### config.mk
export PLATFORM = sky130hd
export DESIGN_NAME = phy_reset_power_sequencer
export DESIGN_NICKNAME = d
export VERILOG_FILES = /design/src/verilog/phy_reset_power_sequencer.v /design/src/verilog/sync_cnt.v
export VERILOG_INCLUDE_DIRS = /design/src /design/src/verilog
export SDC_FILE = /design/constraint.sdc
export NUM_CORES = 1
export LEC_CHECK = 0
export ABC_AREA = 1
export BUFFER_PORTS_ARGS = -buffer_cell sky130_fd_sc_hd__buf_2
export CORE_UTILIZATION = 55
export DETAILED_ROUTE_END_ITERATION = 10
export PLACE_DENSITY = 0.79
export SYNTH_ARGS = -nofsm -noshare
export SYNTH_HDL_FRONTEND = slang
export SYNTH_SLANG_ARGS = --single-unit
### constraint.sdc
create_clock -name mclk_i -period 1.9 [get_ports mclk_i]
set_clock_uncertainty 0.05 [all_clocks]
set_input_delay 0.38 -clock mclk_i [delete_from_list [all_inputs] [get_ports mclk_i]]
set_output_delay 0.38 -clock mclk_i [all_outputs]
set_load 0.005 [all_outputs]
### src/verilog/rst_seq_map.vh
// Constants for the reset and power-down sequencer.
// Assumes inclusion by bare name from the design files.
`ifndef RST_SEQ_MAP_VH
`define RST_SEQ_MAP_VH
// ------------------------------------------------------------------
// Timing
// ------------------------------------------------------------------
`define CLK_PERIOD_NS      10
`define EXIT_STEPS_NS      640
`define EXIT_STEPS_REFCLK  16
`define POR_HOLD_NS        20000
`define SOFT_RST_REFCLK    2
`define HW_RST_MIN_REFCLK  5
`define LOCK_TYP_MS        53
// ------------------------------------------------------------------
// Field positions and reset values
// ------------------------------------------------------------------
`define CTRL_SOFT_RST_BIT  15
`define CTRL_PWR_DOWN_BIT  11
`define EXT_ADDR_LSB       6
`define EXT_ADDR_MSB       10
`define EXT2_SAVE100_BIT   0
`define EXT2_SAVE10_BIT    1
`define PWR_DOWN_RST       1'b0
`define SAVE_RST           1'b0
`define LATCH_RST          3'h0
`endif

### src/verilog/phy_reset_power_sequencer.v
// Reset, power-down and power-saving sequencer of a 10/100 transceiver.
// Assumes ref clock of 100 MHz, management writes as one-cycle pulses.
//
// Notes on behaviour
// Exit steps done within sixteen reference clocks
// Management ready once exit steps finish
// Reset completes when MII clocks valid
// MAC waits for valid MII clocks; code skips the wait when the power-down bit is cleared
// Soft reset bit never set by hard
// Power-on reset holds about 20 us
// Power-on exit matches hardware reset exit
// Hardware reset pin ignored during power-on
// Soft reset write holds reset two clocks
// Soft reset does not power down
// Reset end loads defaults, clears bit
// Soft reset keeps management address
// Power-down while pin low or bit set
// Power-down gates MAC outputs, line tristate
// Bit power-down clears only latching bits
// Reset power-down restores all defaults
// 100M save bit disables 100M at 10M
// 10M save bit disables 10M at 100M
// Reset entry isolates, drives low, inits
// Hard reset exit latches management address
// External reset pulse at least five clocks
// Synchronise pin, count in reference clocks
// Complete status after both clocks valid
`timescale 1ns/1ns
`include "rst_seq_map.vh"
module phy_reset_power_sequencer #(
   parameter POR_CYC = (`POR_HOLD_NS + `CLK_PERIOD_NS - 1) / `CLK_PERIOD_NS,
   parameter CW      = 16
) (
   input  wire       mclk_i,                   // Reference clock
   input  wire       sys_rst_i,                // Power-on, active high
   input  wire       hardware_reset_input_low_i, // Reset pin, active low
   input  wire [4:0] port_addr_i,              // Address straps
   input  wire       soft_rst_wr_i,            // Write one to soft reset
   input  wire       pwr_down_wr_i,            // Write power-down bit
   input  wire       pwr_down_val_i,           // Value written
   input  wire       save_wr_i,                // Write save bits
   input  wire [1:0] save_val_i,               // {10M, 100M} save
   input  wire       speed100_i,               // Running at 100M
   input  wire       txclk_ok_i,               // TX PLL locked
   input  wire       rxclk_ok_i,               // RX PLL locked
   input  wire [2:0] latch_set_i,              // LL, LH, LATCHING_MAXIMUM_STATUS_BIT events
   output reg        in_reset_o,               // Internal reset
   output reg        mgmt_ready_o,             // Management usable
   output reg        reset_done_o,             // Reset cycle complete
   output reg        power_down_o,             // Power-down state
   output reg        mac_out_en_o,             // MAC outputs enabled
   output reg        mac_in_en_o,              // MAC inputs admitted
   output reg        line_tx_oe_o,             // Line transmit enable
   output reg        en100_o,                  // 100M modules on
   output reg        en10_o,                   // 10M modules on
   output reg        soft_rst_bit_o,           // Control bit 15
   output reg        pwr_down_bit_o,           // Control bit 11
   output reg  [1:0] save_bits_o,              // Ext control 2 bits
   output reg  [4:0] addr_field_o,             // Ext control address
   output reg        latching_low_status_bit_o,     // Latch-low status
   output reg        latching_high_status_bit_o,    // Latch-high status
   output reg        latching_maximum_status_bit_o  // Latch-max status
);
   // ---------------------------------------------------------------
   // Constants and state
   // ---------------------------------------------------------------
   // A timed state lasts its load value plus two clocks; the exit load
   // also leaves room for the two sync stages and the ready flop
   localparam [CW-1:0] EXIT_CYC = `EXIT_STEPS_REFCLK - 5;
   localparam [CW-1:0] POR_LD   = POR_CYC - 1;
   localparam [CW-1:0] SOFT_LD  = `SOFT_RST_REFCLK - 2;
   localparam [2:0] S_POR  = 3'h0;
   localparam [2:0] S_HW   = 3'h1;
   localparam [2:0] S_EXIT = 3'h2;
   localparam [2:0] S_LOCK = 3'h3;
   localparam [2:0] S_RUN  = 3'h4;
   localparam [2:0] S_SOFT = 3'h5;

   reg [2:0]    state;
   reg [2:0]    next_state;
   reg          pin_meta;
   reg          pin_sync;
   reg          soft_exit;
   reg          por_kick;
   reg          cnt_load;
   reg [CW-1:0] cnt_val;
   wire         cnt_done;

   // Loaded each time a timed phase starts
   sync_cnt #(.W(CW)) u_cnt (
      .clk_i   (mclk_i),
      .rst_i   (sys_rst_i),
      .load_i  (cnt_load),
      .value_i (cnt_val),
      .done_o  (cnt_done)
   );

   // ---------------------------------------------------------------
   // Pin synchroniser
   // ---------------------------------------------------------------
   // Two stages; pin is asynchronous so only pin_sync is examined
   always @(posedge mclk_i or posedge sys_rst_i) begin
      if (sys_rst_i) begin
         pin_meta <= 1'b0;
         pin_sync <= 1'b0;
      end else begin
         pin_meta <= hardware_reset_input_low_i;
         pin_sync <= pin_meta;
      end
   end

   // ---------------------------------------------------------------
   // Sequencer next state
   // ---------------------------------------------------------------
   // The pin is honoured in every state except power-on hold
   always @* begin
      next_state = state;
      cnt_load   = 1'b0;
      cnt_val    = EXIT_CYC;
      case (state)
         S_POR: begin
            if (cnt_done) begin
               next_state = S_EXIT;
               cnt_load   = 1'b1;
            end
         end
         S_HW: begin
            if (pin_sync) begin
               next_state = S_EXIT;
               cnt_load   = 1'b1;
            end
         end
         S_EXIT: begin
            if (!pin_sync)
               next_state = S_HW;
            else if (cnt_done)
               next_state = S_LOCK;
         end
         S_LOCK: begin
            if (!pin_sync)
               next_state = S_HW;
            else if (txclk_ok_i && rxclk_ok_i)
               next_state = S_RUN;
         end
         S_RUN: begin
            if (!pin_sync)
               next_state = S_HW;
            else if (soft_rst_wr_i) begin
               next_state = S_SOFT;
               cnt_load   = 1'b1;
               cnt_val    = SOFT_LD;
            end
         end
         S_SOFT: begin
            if (!pin_sync)
               next_state = S_HW;
            else if (cnt_done)
               next_state = S_LOCK;
         end
         default: next_state = S_HW;
      endcase
      // Power-on hold is timed from the first edge after release
      if (por_kick) begin
         cnt_load = 1'b1;
         cnt_val  = POR_LD;
      end
   end

   // ---------------------------------------------------------------
   // State register and power-on count start
   // ---------------------------------------------------------------
   // The power-on hold counter is kicked on the first edge after release
   always @(posedge mclk_i or posedge sys_rst_i) begin
      if (sys_rst_i) begin
         state    <= S_POR;
         por_kick <= 1'b1;
      end else begin
         por_kick <= 1'b0;
         if (por_kick)
            state <= S_POR;
         else
            state <= next_state;
      end
   end

   // ---------------------------------------------------------------
   // Management register bits
   // ---------------------------------------------------------------
   // Soft reset state also reloads defaults but keeps the address
   wire hard_rst = (state == S_POR) || (state == S_HW);
   wire any_rst  = hard_rst || (state == S_SOFT) || por_kick;
   wire leave_hw = (state == S_EXIT) && (next_state == S_LOCK);
   always @(posedge mclk_i or posedge sys_rst_i) begin
      if (sys_rst_i) begin
         soft_rst_bit_o <= 1'b0;
         pwr_down_bit_o <= `PWR_DOWN_RST;
         save_bits_o    <= {`SAVE_RST, `SAVE_RST};
         addr_field_o   <= 5'h00;
         soft_exit      <= 1'b0;
         latching_low_status_bit_o     <= 1'b0;
         latching_high_status_bit_o    <= 1'b0;
         latching_maximum_status_bit_o <= 1'b0;
      end else begin
         soft_exit <= (state == S_SOFT);
         if (any_rst) begin
            // Soft bit only rises by write, hard resets never set it
            soft_rst_bit_o <= (state == S_SOFT);
            pwr_down_bit_o <= `PWR_DOWN_RST;
            save_bits_o    <= {`SAVE_RST, `SAVE_RST};
            {latching_maximum_status_bit_o, latching_high_status_bit_o,
             latching_low_status_bit_o} <= `LATCH_RST;
         end else begin
            if (soft_exit)
               soft_rst_bit_o <= 1'b0;
            else if (soft_rst_wr_i && next_state == S_SOFT)
               soft_rst_bit_o <= 1'b1;
            if (pwr_down_wr_i && mgmt_ready_o)
               pwr_down_bit_o <= pwr_down_val_i;
            if (save_wr_i && mgmt_ready_o)
               save_bits_o <= save_val_i;
            if (pwr_down_bit_o)
               {latching_maximum_status_bit_o, latching_high_status_bit_o,
                latching_low_status_bit_o} <= `LATCH_RST;
            else
               {latching_maximum_status_bit_o, latching_high_status_bit_o,
                latching_low_status_bit_o} <=
                  {latching_maximum_status_bit_o, latching_high_status_bit_o,
                   latching_low_status_bit_o} | latch_set_i;
         end
         // Address is captured only on hardware or power-on exit
         if (leave_hw)
            addr_field_o <= port_addr_i;
      end
   end

   // ---------------------------------------------------------------
   // Output gating
   // ---------------------------------------------------------------
   // MAC side stays gated after a reset until both clocks are valid; clearing
   // the power-down bit reopens it at once, before the clocks relock
   wire pd_now = hard_rst || pwr_down_bit_o || !pin_sync;
   wire run    = (next_state == S_RUN) && !pwr_down_bit_o && !por_kick;
   always @(posedge mclk_i or posedge sys_rst_i) begin
      if (sys_rst_i) begin
         in_reset_o   <= 1'b1;
         mgmt_ready_o <= 1'b0;
         reset_done_o <= 1'b0;
         power_down_o <= 1'b1;
         mac_out_en_o <= 1'b0;
         mac_in_en_o  <= 1'b0;
         line_tx_oe_o <= 1'b0;
         en100_o      <= 1'b0;
         en10_o       <= 1'b0;
      end else begin
         // Exit steps run out of reset, the line drive comes up there
         in_reset_o   <= any_rst;
         mgmt_ready_o <= !hard_rst && !por_kick &&
                         (state != S_EXIT || cnt_done);
         reset_done_o <= (next_state == S_RUN) && !por_kick;
         power_down_o <= pd_now;
         mac_out_en_o <= run;
         mac_in_en_o  <= run;
         line_tx_oe_o <= !pd_now && !any_rst;
         en100_o <= !pd_now && !(save_bits_o[`EXT2_SAVE100_BIT]
                                 && !speed100_i);
         en10_o  <= !pd_now && !(save_bits_o[`EXT2_SAVE10_BIT]
                                 && speed100_i);
      end
   end
endmodule

### src/verilog/sync_cnt.v
// Generic down counter that raises done when a loaded count expires.
// Assumes one clock; load wins over counting.
`timescale 1ns/1ns
module sync_cnt #(
   parameter W = 16
) (
   input  wire         clk_i,    // System clock
   input  wire         rst_i,    // Async reset, active high
   input  wire         load_i,   // Load start value
   input  wire [W-1:0] value_i,  // Start value
   output reg          done_o    // Count at zero
);
   reg [W-1:0] count;
   // ---------------------------------------------------------------
   // Counter
   // ---------------------------------------------------------------
   // Done is registered so it rises the cycle after count hits zero
   always @(posedge clk_i or posedge rst_i) begin
      if (rst_i) begin
         count  <= {W{1'b0}};
         done_o <= 1'b0;
      end else if (load_i) begin
         count  <= value_i;
         done_o <= 1'b0;
      end else begin
         if (count != {W{1'b0}})
            count <= count - {{(W-1){1'b0}}, 1'b1};
         done_o <= (count == {W{1'b0}});
      end
   end
endmodule
# [Word level (Yosys, flattened, before mapping)]
# Index checks and enable logic that the tools add are counted.
[op_classes] shift=0 order_cmp=0 eq_ne=9 n_div=0 n_mux=36 bitwise=1 reduce_logical=38 mul=0 n_addsub=1
[ops] operator="16-bit 2-to-1 mux" n=3
[ops] operator="3-bit 2-to-1 mux" n=9
[ops] operator="1-bit 2-to-1 mux" n=17
[ops] operator="16-bit logical NOT" n=1
[ops] operator="16-bit nonzero test" n=1
[ops] operator="16-bit by 1-bit subtractor with 16-bit output (second input constant)" n=1
[ops] operator="1-bit logical AND" n=15
[ops] operator="3-bit case mux with 5 select lines" n=1
[ops] operator="3-bit equality test (second input constant)" n=4
[ops] operator="4-bit 2-to-1 mux" n=3
[ops] operator="3-bit by 2-bit equality test with 1-bit output (second input constant)" n=3
[ops] operator="1-bit logical NOT" n=9
[ops] operator="1-bit logical OR" n=6
[ops] operator="2-bit nonzero test" n=3
[ops] operator="2-bit 2-to-1 mux" n=2
[ops] operator="3-bit by 1-bit equality test with 1-bit output (second input constant)" n=1
[ops] operator="3-bit logical NOT" n=1
[ops] operator="3-bit by 2-bit inequality test with 1-bit output (second input constant)" n=1
[ops] operator="3-bit bitwise OR" n=1
[ops] operator="1-bit case mux with 3 select lines" n=1
[ops] operator="3-bit nonzero test" n=1
[ops] operator="2-bit OR reduction" n=1
[word_totals] inputBits=20 mem_bits_ro=0 memories=0 out_inout_bits=21 wordCells=107 ram_bits=0 latchBits=0 register_bits=44

# [Depth between registers and ports, before layout]
# Gate-level depths: netlist (run 1).
[logic_depth] word_depth=9 depth_mapped=10 ltp_nobuf=10

# [Cells and area by module]
# A second synthesis (run 1) with hierarchy kept.
[hier_totals] hier_cells=321 area_unflattened_um2=2451.1
[by_module_without_submodules] module="phy_reset_power_sequencer" cells_each=139 seq_area_each_um2=679.4 n_inst=1 area_per_inst_um2=1244.9
[by_module_without_submodules] module="sync_cnt" cells_each=182 seq_area_each_um2=425.4 n_inst=1 area_per_inst_um2=1206.2

# [Worst setup path after synthesis (run 1)]
# Ideal clock, no wire load.
[synth_timing] path_type="register to register" start="register u_cnt.count[4]" end="register u_cnt.count[0]" path_buffers=0 slack_ns=0.468 stages_incl_launch_ff=9 synth_period_minus_slack_ns=1.432 setup_time_ns=0.117 required_ns=1.733 t_arrival_ns=1.266 path_cell_list="dfrtp_1 nor2_1 nand2_1 inv_1 nand3_1 nor3_4 nand2_4 nand2_1 nand2_1"
[synth_via] elab_chain_len=2
[synth_lines] item="start: declaration" line="sync_cnt.v:13" rtl="reg [W-1:0] count;"
[synth_lines] item="start signal: assignment" line="sync_cnt.v:20" rtl="count <= {W{1'b0}};"
[synth_lines] item="start signal: assignment" line="sync_cnt.v:23" rtl="count <= value_i;"
[synth_lines] item="start signal: assignment" line="sync_cnt.v:27" rtl="count <= count - {{(W-1){1'b0}}, 1'b1};"
[synth_lines] item="16-bit nonzero test" line="sync_cnt.v:26" rtl="if (count != {W{1'b0}})"
[synth_lines] item="2-bit nonzero test (no line)"
# No other way between the ends.
# A chain may end at the register's enable or synchronous reset.

# [Worst setup path after layout (run 1)]
[layout_timing] start="register u_cnt.count[4]" end="register u_cnt.count[6]"
[layout_via] elab_chain_len=3 elab_cells_between_ends=5 classes_between="add/sub: 1; mux: 2; reduce/logical: 2"
[layout_lines] item="16-bit by 1-bit subtractor with 16-bit output" line="sync_cnt.v:27"
[layout_lines] item="16-bit 2-to-1 mux" line="sync_cnt.v:26"
[layout_lines] item="16-bit 2-to-1 mux" line="sync_cnt.v:22" rtl="end else if (load_i) begin"
# Parallel ways exist; a longest one is shown, timed or not. The select of a mux whose other input is x is not followed.

==> results of run 1 <==
-- layout make-up --
type | count | area, sq um | share of cell area, %
Clock buffer | 7 | 86.33 | 3.330
Clock inverter | 1 | 7.507 | 0.2896
Inverter | 30 | 115.1 | 4.440
Multi-Input combinational cell | 195 | 996.0 | 38.42
Sequential cell | 44 | 1105 | 42.62
Tap cell | 48 | 60.06 | 2.317
Timing Repair Buffer | 43 | 222.7 | 8.591
-- state kept, by name, indices dropped and copies added (netlist names), 2 cells and up --
name	count
u_cnt.count	16
state	3
save_bits_o	2
addr_field_o	5
-- per-stage QoR --
step / power, W / cells / cell area [sq um] / utilization (%)
after global placement: 0.001057 / 360 / 2499 / 66.26
final: 0.001650 / 368 / 2592 / 68.75
after floorplan: 0.001019 / 271 / 2228 / -
after detailed placement: 0.001060 / 360 / 2499 / 66.26
after global routing: 0.001714 / 368 / 2592 / 68.75
after CTS: 0.001667 / 368 / 2592 / 68.75
-- cells by family after synthesis --
family	after synthesis	synth area share (%)
buffers and inverters	32	5.727
AOI/OAI and AO/OA	24	5.896
and+or+nand+nor	157	33.18
adders and majority gates	2	1.123
other	1	0.1683
DFF	44	49.58
xor gates and xnor gates	11	4.323
-- final timing paths --
kind | from | endpoint | slack, ps | cells past startpoint
worst max-delay path | u_cnt.count[4] | u_cnt.count[6] | 250 | 8
max in group asynchronous | sys_rst_i | por_kick | 1140 | 3
worst min-delay path | sys_rst_i | en100_o | 30 | 2
worst max register to register | u_cnt.count[4] | u_cnt.count[6] | 250 | 8
worst min register to register | pin_meta | pin_sync | 310 | 0
min in group mclk_i | hardware_reset_input_low_i | pin_meta | 140 | 1
-- power by group --
group | leakage (nW) | switching [W] | total (W) | internal [W]
clock | 0.0445 | 0.000314 | 0.000610 | 0.000296
combinational | 0.777 | 0.0000523 | 0.0000835 | 0.0000312
sequential | 0.557 | 0.0000111 | 0.000957 | 0.000946
total | 1.38 | 0.000378 | 0.00165 | 0.00127
-- routing by layer --
layer,vias to the layer above,share of wire (%)
li1,968,-
met1,902,46
met2,56,48
met3,7,4.5
met4,0,1.3
met5,-,0
-- synthesized netlist by cell type (2+ instances only) --
master   instances  area [sq um]
a21oi_1         12         60.06
a31oi_1          2         12.51
dfrtp_1         41          1026
dfstp_2          3         78.83
ha_1             2         25.02
inv_1           24         90.09
inv_2            4         15.01
nand2_1         66         247.7
nand2_2          3         18.77
nand3_1         12         60.06
nand3_2          5         50.05
nand4_1          8         50.05
nor2_1          43         161.4
nor2_2           4         25.02
nor3_1          10         50.05
o21ai_0          7         35.03
xor2_1          10         87.58
==> qor.csv, run 1 <==
stage,metric,value,unit
sta,fmaxAchievable,607.1,MHz
worst_setup_path,slowest_stage,dfrtp_1,
cts,cts_hold_buf,0,
die,core_area,3771,sq um
synthesis,yosys_warnings,0,
synthesis,netlist_instances,271,
sta,hold_slack,27.24,ps
final_layout,layout_commonest_cell,nand2_1,
synthesis,async_flop_share,100.0,%
place,dp_hpwl,3529,um
final_layout,syn_to_final_growth,16.34,%
cts,cts_root_buf,clkbuf_8,
global_route,grtUsageMet2,39.54,%
die,die_h,65.65,um
place,io_buffers,40,
synthesis,syn_avg_cell_area,8.223,sq um
synthesis,ys_types,32,
drt,drtPass1Iterations,4,
power,power_leakage,1.378,nW
worst_setup_path,cp-start-kind,flip-flop,
cts,cts_max_path_buffers,2,
sta,rsz0062_at_grt,false,
cts,path_clk_slew,80,ps
sta,setup_viol,0,
synthesis,synthesis.area,2228,sq um
final_layout,drive_above_1_share,23.75,%
sta,fin_crit_sh,86.69,%
cts,cts_tree,built,
drt,postRouteAntennaNets,0,
drt,wl,4607,um
synthesis,syn-num-nets,293,
power,vdd_drop_max,0.5341,mV
global_route,grt_use_total,24.56,%
global_route,gr-total-overflow,0,
global_route,grtUsageMet1,33.18,%
synthesis,seq_area_frac_synth,49.58,%
drt,via_count,1933,
final_layout,n_antenna_cell,0,
sta,layout_min_cycle_time,1647,ps
min_path,hold_path_class,in2async,
global_route,grt.busiest_layer,met2,
worst_setup_path,critPathBufInv,2,
cts,cts.sinks,44,
die,initial_core_util,59.09,%
cts,clock_latency,300,ps
cts,post_cts_buffers,0,
global_route,grt_max_degree,19,
die,ios,41,
drt,viasPerCell,5.253,
power,power.density,636.5,nW/um^2
worst_setup_path,path_cells,nor2_1 > nand2_1 > inv_1 > nand3_1 > nor3_4 > nand2_4 > nand2_1 > inv_1,
synthesis,synth_edf_count,0,
drt,first_iter_violations,114,
sta,drv_slew,0,
die,num_rows,22,
global_route,grt_use_met3,3.646,%
worst_setup_path,crit_type,reg2reg,
sta,totalNegativeSetupSlack,0,ps
synthesis,ys.flop_type,dfrtp_1,
worst_setup_path,cpLargestDelayFamily,simple AND/OR/NAND/NOR gates,
worst_setup_path,worstSetupEndpointType,flip-flop,
global_route,grt_pass1_vias,1825,
cts,htreeDepth,2,
worst_setup_path,cp_slowest_stage_delay,410,ps
sta,max_slew_margin,57.53,%
die,dieArea,4310,sq um
die,die_w,65.65,um
cts,cts_resized,0,
worst_setup_path,cp_max_fo,8,
sta,hold_viol,0,
place,post-place-ws,271.2,ps
global_route,grt_pass1_wl,8031,um
final_layout,fin_nets,341,
place,gpl.final_weighted_congestion,0.9507,
drt,drc,0,
drt,wl_per_cell,12.52,um
synthesis,ys_ff_latch,44,
worst_setup_path,cp.required,2040,ps
cts,cts_buffers,5,
run,maxCapViolCount,0,
sta,worst_slack,252.9,ps
sta,worst-slew-pin-transition,633.2,ps
worst_setup_path,arrival,1790,ps
final_layout,n_fill_cell,285,
global_route,antenna_found_initial,0,
final_layout,layout_common_cells,"nand2_1 (66), nor2_1 (43), dfrtp_1 (41)",
outcome,status,"complete, no violations",
No activity file was read; power rests on OpenSTA's default activity.
==> run 2: changes to the inputs <==
--- a/config.mk
+++ b/config.mk
@@ -13,2 +13,3 @@
 export PLACE_DENSITY = 0.79
+export SLEW_MARGIN = 25
 export SYNTH_ARGS = -nofsm -noshare
==> constraint.sdc (replaced) <==
create_clock -name mclk_i -period 1.9 [get_ports mclk_i]
set_clock_uncertainty 0.05 [all_clocks]
set_input_delay 0.095 -clock mclk_i [delete_from_list [all_inputs] [get_ports mclk_i]]
set_output_delay 0.095 -clock mclk_i [all_outputs]
set_load 0.005 [all_outputs]
==> qor.csv, run 2 (synthesis gave the netlist of run 1 again) <==
stage,metric,value,unit,change
outcome,status,"complete, no violations",,
drt,postRouteAntennaNets,0,,unchanged
power,power.density,606.5,nW/um^2,-4.7%
min_path,hold_path_depth,3,,
die,ios,41,,unchanged
final_layout,syn_to_final_growth,22.01,%,
worst_setup_path,cp_max_fo,8,,unchanged
die,initial_core_util,59.09,%,unchanged
worst_setup_path,arrival,1820,ps,+30 ps
cts,path_clk_slew,80,ps,about the same
place,io_buffers,40,,unchanged
global_route,grt_max_degree,45,,+26
drt,drc,0,,unchanged
worst_setup_path,cp.required,2050,ps,about the same
cts,cts_max_path_buffers,2,,unchanged
worst_setup_path,startpoint,u_cnt.count[4],,
final_layout,largest-register,u_cnt.count,,
drt,drtPass1Iterations,4,,unchanged
sta,totalNegativeSetupSlack,0,ps,unchanged
worst_setup_path,timing.reg2reg.setup_slack,230,ps,-20 ps
power,vdd_drop_max,0.3906,mV,-27%
place,dp_hpwl,3378,um,-4.3%
die,die_h,65.65,um,unchanged
die,core_area,3771,sq um,unchanged
sta,rsz0062_at_grt,false,,
global_route,gr-total-overflow,0,,unchanged
global_route,antenna_found_initial,0,,unchanged
power,power_leakage,1.435,nW,+4.1%
cts,htreeDepth,2,,unchanged
cts,post_cts_buffers,0,,unchanged
worst_setup_path,r2r_cells,8,,unchanged
final_layout,largest_reg_flops,16,,unchanged
drt,via_count,1985,,+2.7%
place,gpl.final_weighted_congestion,0.9130,,-4.0%
place,dpl-instance-area,2491,sq um,-0.30%
final_layout,fin_nets,354,,+3.8%
final_layout,reg.largest.list,"u_cnt.count (16), addr_field_o (5), state (3)",,
drt,wl,4725,um,+2.6%
drt,first_iter_violations,107,,-6.1%
cts,cts.sinks,44,,unchanged
sta,worst-slew-pin-transition,533.1,ps,-100.0 ps
cts,cts_tree,built,,
worst_setup_path,r2r-start,u_cnt.count[4],,
sta,layout_min_cycle_time,1669,ps,+21.79 ps
die,dieArea,4310,sq um,unchanged
worst_setup_path,crit_type,reg2reg,,
sta,setup_viol,0,,unchanged
worst_setup_path,worstSetupEndpointType,flip-flop,,
final_layout,layout_commonest_cell,nand2_1,,
worst_setup_path,cp-start-kind,flip-flop,,
global_route,grt_pass1_wl,8086,um,+0.68%
sta,hold_slack,16.13,ps,-11.12 ps
global_route,grt_pass1_vias,1912,,+4.8%
cts,cts_buffers,5,,unchanged
sta,max_slew_margin,64.46,%,+6.9 points
final_layout,n_antenna_cell,0,,unchanged
run,maxCapViolCount,0,,unchanged
die,die_w,65.65,um,unchanged
sta,drv_slew,0,,unchanged
drt,wl_per_cell,12.40,um,-0.94%
cts,clock_latency,310,ps,about the same
final_layout,final_area,2719,sq um,+4.9%
global_route,grt_use_total,24.89,%,+0.33 points
sta,fin_crit_sh,87.83,%,+1.1 points
final_layout,drive_above_1_share,22.82,%,-0.93 points
drt,viasPerCell,5.210,,-0.81%
sta,fmaxAchievable,599.2,MHz,-1.3%
min_path,hold_path_class,in2reg,,
sta,hold_viol,0,,unchanged
die,num_rows,22,,unchanged
min_path,min_from,pwr_down_wr_i,,
final_layout,layout_common_cells,"nand2_1 (66), nor2_1 (43), dfrtp_1 (41)",,
cts,cts_root_buf,clkbuf_8,,
==> run 2: cell count changes in the layout (fill, tap and decap cells not counted) <==
cell           previous run  this run
clkinv_2                  0         2
dlygate4sd3_1             0        14
clkbuf_1                  1         0
clkbuf_8                  6         5
clkinvlp_4                1         0
buf_4                     3         2
clkinv_4                  0         1
==> run 2: layout make-up <==
cell class / instances / area (sq um)
Multi-Input combinational cell: 195 / 996.0
Clock inverter: 3 / 18.77
Tap cell: 48 / 60.06
Inverter: 30 / 115.1
Clock buffer: 5 / 68.82
Sequential cell: 44 / 1105
Timing Repair Buffer: 56 / 355.3
Fill cell: 295 / 1052
==> run 2: final timing paths <==
kind | to
max in group asynchronous | por_kick
setup reg to reg | u_cnt.count[1]
hold / removal | pwr_down_bit_o
setup / recovery | u_cnt.count[1]
hold reg to reg | pin_sync
min in group asynchronous | latching_maximum_status_bit_o
==> run 2: worst max-delay path, stage by stage, from the launching register on <==
cell and delay [ps]:
dfrtp_1 410, nor2_1 190, nand2_1 130, inv_1 80, nand3_1 110, nor3_4 360, nand2_4 110, nand2_1 80
nand2_1 50
==> run 2: metrics by stage <==
stage	util (%)	setup WS, ps	std cells	total power, W
2_1_floorplan	-	467.9	271	0.001019
3_3_place_gp	66.06	316.6	359	0.001055
3_5_place_dp	66.06	246.4	359	0.001059
4_1_cts	72.10	221.1	381	0.001665
5_1_grt	72.10	104.2	381	0.001717
6_report	72.10	231.1	381	0.001649
==> run 2: what timing repair did <==
item | CTS | global route
resized for setup | 0 | 0
endpoints found under the hold margin | 55 | 0
hold buffers | 14 | 0
==> run 2: routing by layer <==
layer	track usage [%]	share of wire (%)	wire length [um]	up-vias
li1	-	-	-	997
met1	32.01	46	2172	918
met2	40.31	48	2245	59
met3	5.729	4.3	204	11
met4	9.783	2.2	102	0
met5	0	0	0	-
==> run 2: power breakdown <==
group / switching [W] / internal [W] / total [W]
sequential: 0.0000106 / 0.000946 / 0.000956
clock: 0.000331 / 0.000256 / 0.000587
combinational: 0.0000569 / 0.0000484 / 0.000105
total: 0.000399 / 0.00125 / 0.00165
==> run 3: changes to the inputs <==
Settings changed: CTS_BUF_LIST set to sky130_fd_sc_hd__clkbuf_8 sky130_fd_sc_hd__clkbuf_16, CTS_CLUSTER_SIZE set to 24, PLACE_DENSITY 0.79 to 0.78, SYNTH_HIERARCHICAL set to 1.
==> qor.csv, run 3 <==
stage,metric,value,unit,change
sta,max_slew_margin,55.64,%,-8.8 points
global_route,grt_pass1_vias,2093,,+9.5%
final_layout,finalNonFillerCells,445,,+17%
drt,wl,5511,um,+17%
synthesis,ys.flop_type,dfrtp_1,,
die,dieArea,4727,sq um,+9.7%
global_route,grt_max_degree,28,,-38%
run,maxCapViolCount,0,,unchanged
power,clkPwrFrac,37.4,%,+1.8 points
worst_setup_path,cp_max_fo,12,,+4
final_layout,drive_above_1_share,26.33,%,+3.5 points
synthesis,ys_types,29,,-9.4%
final_layout,largest_reg_flops,16,,unchanged
synthesis,async_flop_share,100.0,%,unchanged
min_path,hold_path_class,in2reg,,
power,p_sw,0.0005188,W,+30%
cts,cts_buffers,5,,unchanged
final_layout,layout_common_cells,"nand2_1 (87), inv_1 (42), dfrtp_1 (41)",,
sta,setup_viol,0,,unchanged
place,dp_hpwl,3863,um,+14%
outcome,status,"complete, no violations",,
die,die_w,68.76,um,+4.7%
final_layout,reg.largest.list,"u_cnt/count (16), addr_field_o (5), state (3)",,
synthesis,synthTopCellsByCount,"nand2_1 (87), inv_1 (42), dfrtp_1 (41)",,
worst_setup_path,cp.required,2040,ps,about the same
die,ios,41,,unchanged
synthesis,synthesis.area,2451,sq um,+10%
drt,wl_per_cell,12.38,um,-0.14%
global_route,grt_pass1_wl,9045,um,+12%
synthesis,yosys-top-cells-area,"dfrtp_1 (42%), nand2_1 (13%), inv_1 (6.4%), nor2_1 (5.8%), nand3_1 (4.7%)",,
final_layout,seq_area,1105,sq um,unchanged
worst_setup_path,cp-start-kind,flip-flop,,
final_layout,multi_input_area,1179,sq um,+18%
power,p_comb_share,11.2,%,+4.8 points
drt,postRouteAntennaNets,0,,unchanged
die,core_area,4144,sq um,+9.9%
worst_setup_path,r2r_cells,9,,+1
cts,cts_root_buf,clkbuf_8,,
power,power.density,651.8,nW/um^2,+7.5%
final_layout,n_antenna_cell,0,,unchanged
global_route,gr-total-overflow,0,,unchanged
sta,drv_slew,0,,unchanged
cts,cts.sinks,44,,unchanged
synthesis,yosysMostFrequentCell,nand2_1,,
place,io_buffers,40,,unchanged
die,die_h,68.76,um,+4.7%
cts,post_cts_buffers,0,,unchanged
power,p_int,0.001465,W,+17%
final_layout,n_fill_cell,332,,+13%
sta,totalNegativeSetupSlack,0,ps,unchanged
final_layout,layout_commonest_cell,nand2_1,,
sta,fin_crit_sh,96.95,%,+9.1 points
power,swShare,26.15,%,+2.0 points
sta,fmaxAchievable,542.9,MHz,-9.4%
min_path,hold_path_depth,3,,unchanged
final_layout,syn_to_final_growth,24.20,%,
cts,htreeDepth,2,,unchanged
global_route,grt_use_total,26.32,%,+1.4 points
cts,cts_max_path_buffers,2,,unchanged
cts,path_clk_slew,90,ps,about the same
worst_setup_path,worstSetupEndpointType,flip-flop,,
sta,hold_viol,0,,unchanged
drt,drtPass1Iterations,4,,unchanged
final_layout,fin_nets,415,,+17%
synthesis,synth.largest_area_cell,dfrtp_1,,
synthesis,yosysTopAreaCellShare,41.86,%,-4.2 points
drt,via_count,2232,,+12%
drt,first_iter_violations,141,,+32%
sta,layout_min_cycle_time,1842,ps,+173.2 ps
final_layout,largest-register,u_cnt/count,,
drt,drc,0,,unchanged
die,num_rows,23,,+4.5%
drt,viasPerCell,5.016,,-3.7%
power,seqPwrFrac,51.4,%,-6.6 points
worst_setup_path,arrival,1980,ps,+160 ps
synthesis,syn_avg_cell_area,7.636,sq um,-7.1%
place,dp.cells,425,,+18%
synthesis,ys_ff_latch,44,,unchanged
synthesis,netlist_instances,321,,+18%
place,gpl.final_weighted_congestion,0.8405,,-7.9%
global_route,antenna_found_initial,0,,unchanged
die,initial_core_util,59.15,%,about the same
synthesis,yosys_warnings,6,,+6
final_layout,post-route-util,73.46,%,+1.4 points
worst_setup_path,crit_type,reg2reg,,
power,power_leakage,1.645,nW,+15%
synthesis,synth_edf_count,0,,unchanged
power,vdd_drop_max,0.5176,mV,+33%
cts,cts_tree,built,,
cts,clock_latency,300,ps,about the same
sta,worst-slew-pin-transition,664.7,ps,+131.5 ps
power,power,0.001984,W,+20%
synthesis,seq_area_frac_synth,45.07,%,-4.5 points
## run 3: layout make-up
class / instances / share of cell area, %
clock buffers: 5 / 2.261
clock inverters: 3 / 1.521
inverters: 44 / 5.425
multi-input cells: 234 / 38.72
flip-flops and latches: 44 / 36.29
well taps: 50 / 2.055
repair buffers: 65 / 13.73
## run 3: cells by family (layout without fill, tap and decap cells)
logic type,count (synthesis),count (layout),share of synthesized area (%)
AOI/OAI and AO/OA,27,27,5.922
xor gates and xnor gates,3,3,1.072
adders and majority gates,1,1,0.5104
buffers and inverters,50,117,8.116
DFF,44,44,45.07
other,1,8,0.1530
and+or+nand+nor,195,195,39.15
## run 3: final timing paths
check / startpoint / end / slack [ps]
min reg2reg: pin_meta / pin_sync / 320
max in group asynchronous: sys_rst_i / u_cnt/count[8] / 980
max reg2reg: state[0] / u_cnt/count[7] / 60
max: state[0] / u_cnt/count[7] / 60
min: port_addr_i[4] / addr_field_o[4] / 3
min in group asynchronous: sys_rst_i / latching_high_status_bit_o / 340
## run 3: what timing repair did
item | 4_1_cts | 5_1_grt
gates resized for setup | 0 | 1
hold buffers | 12 | 0
endpoints found under the setup margin | 0 | 8
hold endpoints to repair | 53 | 0
## run 3: routing by layer
layer	share of wire, %	GRT usage, %	vias up
li1	-	-	1135
met1	44	33.65	1009
met2	49	44.12	86
met3	6.9	6.250	2
met4	0.44	7.908	0
met5	0	0	-
## run 3: power groups by stage
stage | clock network, W | logic (W) | registers, W
5_1_grt | 0.000781 | 0.000256 | 0.00102
6_report | 0.000742 | 0.000222 | 0.00102
3_5_place_dp | 0 | 0.000201 | 0.00104
4_1_cts | 0.000753 | 0.000221 | 0.00102
3_3_place_gp | 0 | 0.000195 | 0.00103
2_1_floorplan | 0 | 0.000143 | 0.00102
## run 3: per-stage QoR
| step | area (sq um) | hold WS (ps) | setup slack, ps |
|---|---|---|---|
| after detailed placement | 2804 | 133.3 | 84.72 |
| after floorplan | 2477 | -28.93 | 197.4 |
| after global placement | 2804 | 121.0 | 154.9 |
| after global routing | 3044 | 4.643 | -21.76 |
| final | 3044 | 2.562 | 57.93 |
| after CTS | 3039 | 1.314 | 13.54 |
## run 3: critical path, cell delays in order (launching register included)
cell and delay [ps]:
dfrtp_1 410, nor2_1 140, nand2_1 110, nor3_2 160, nand3b_1 180, inv_2 100, buf_4 180, or2_2 270
nand2_1 70, nor2_1 40
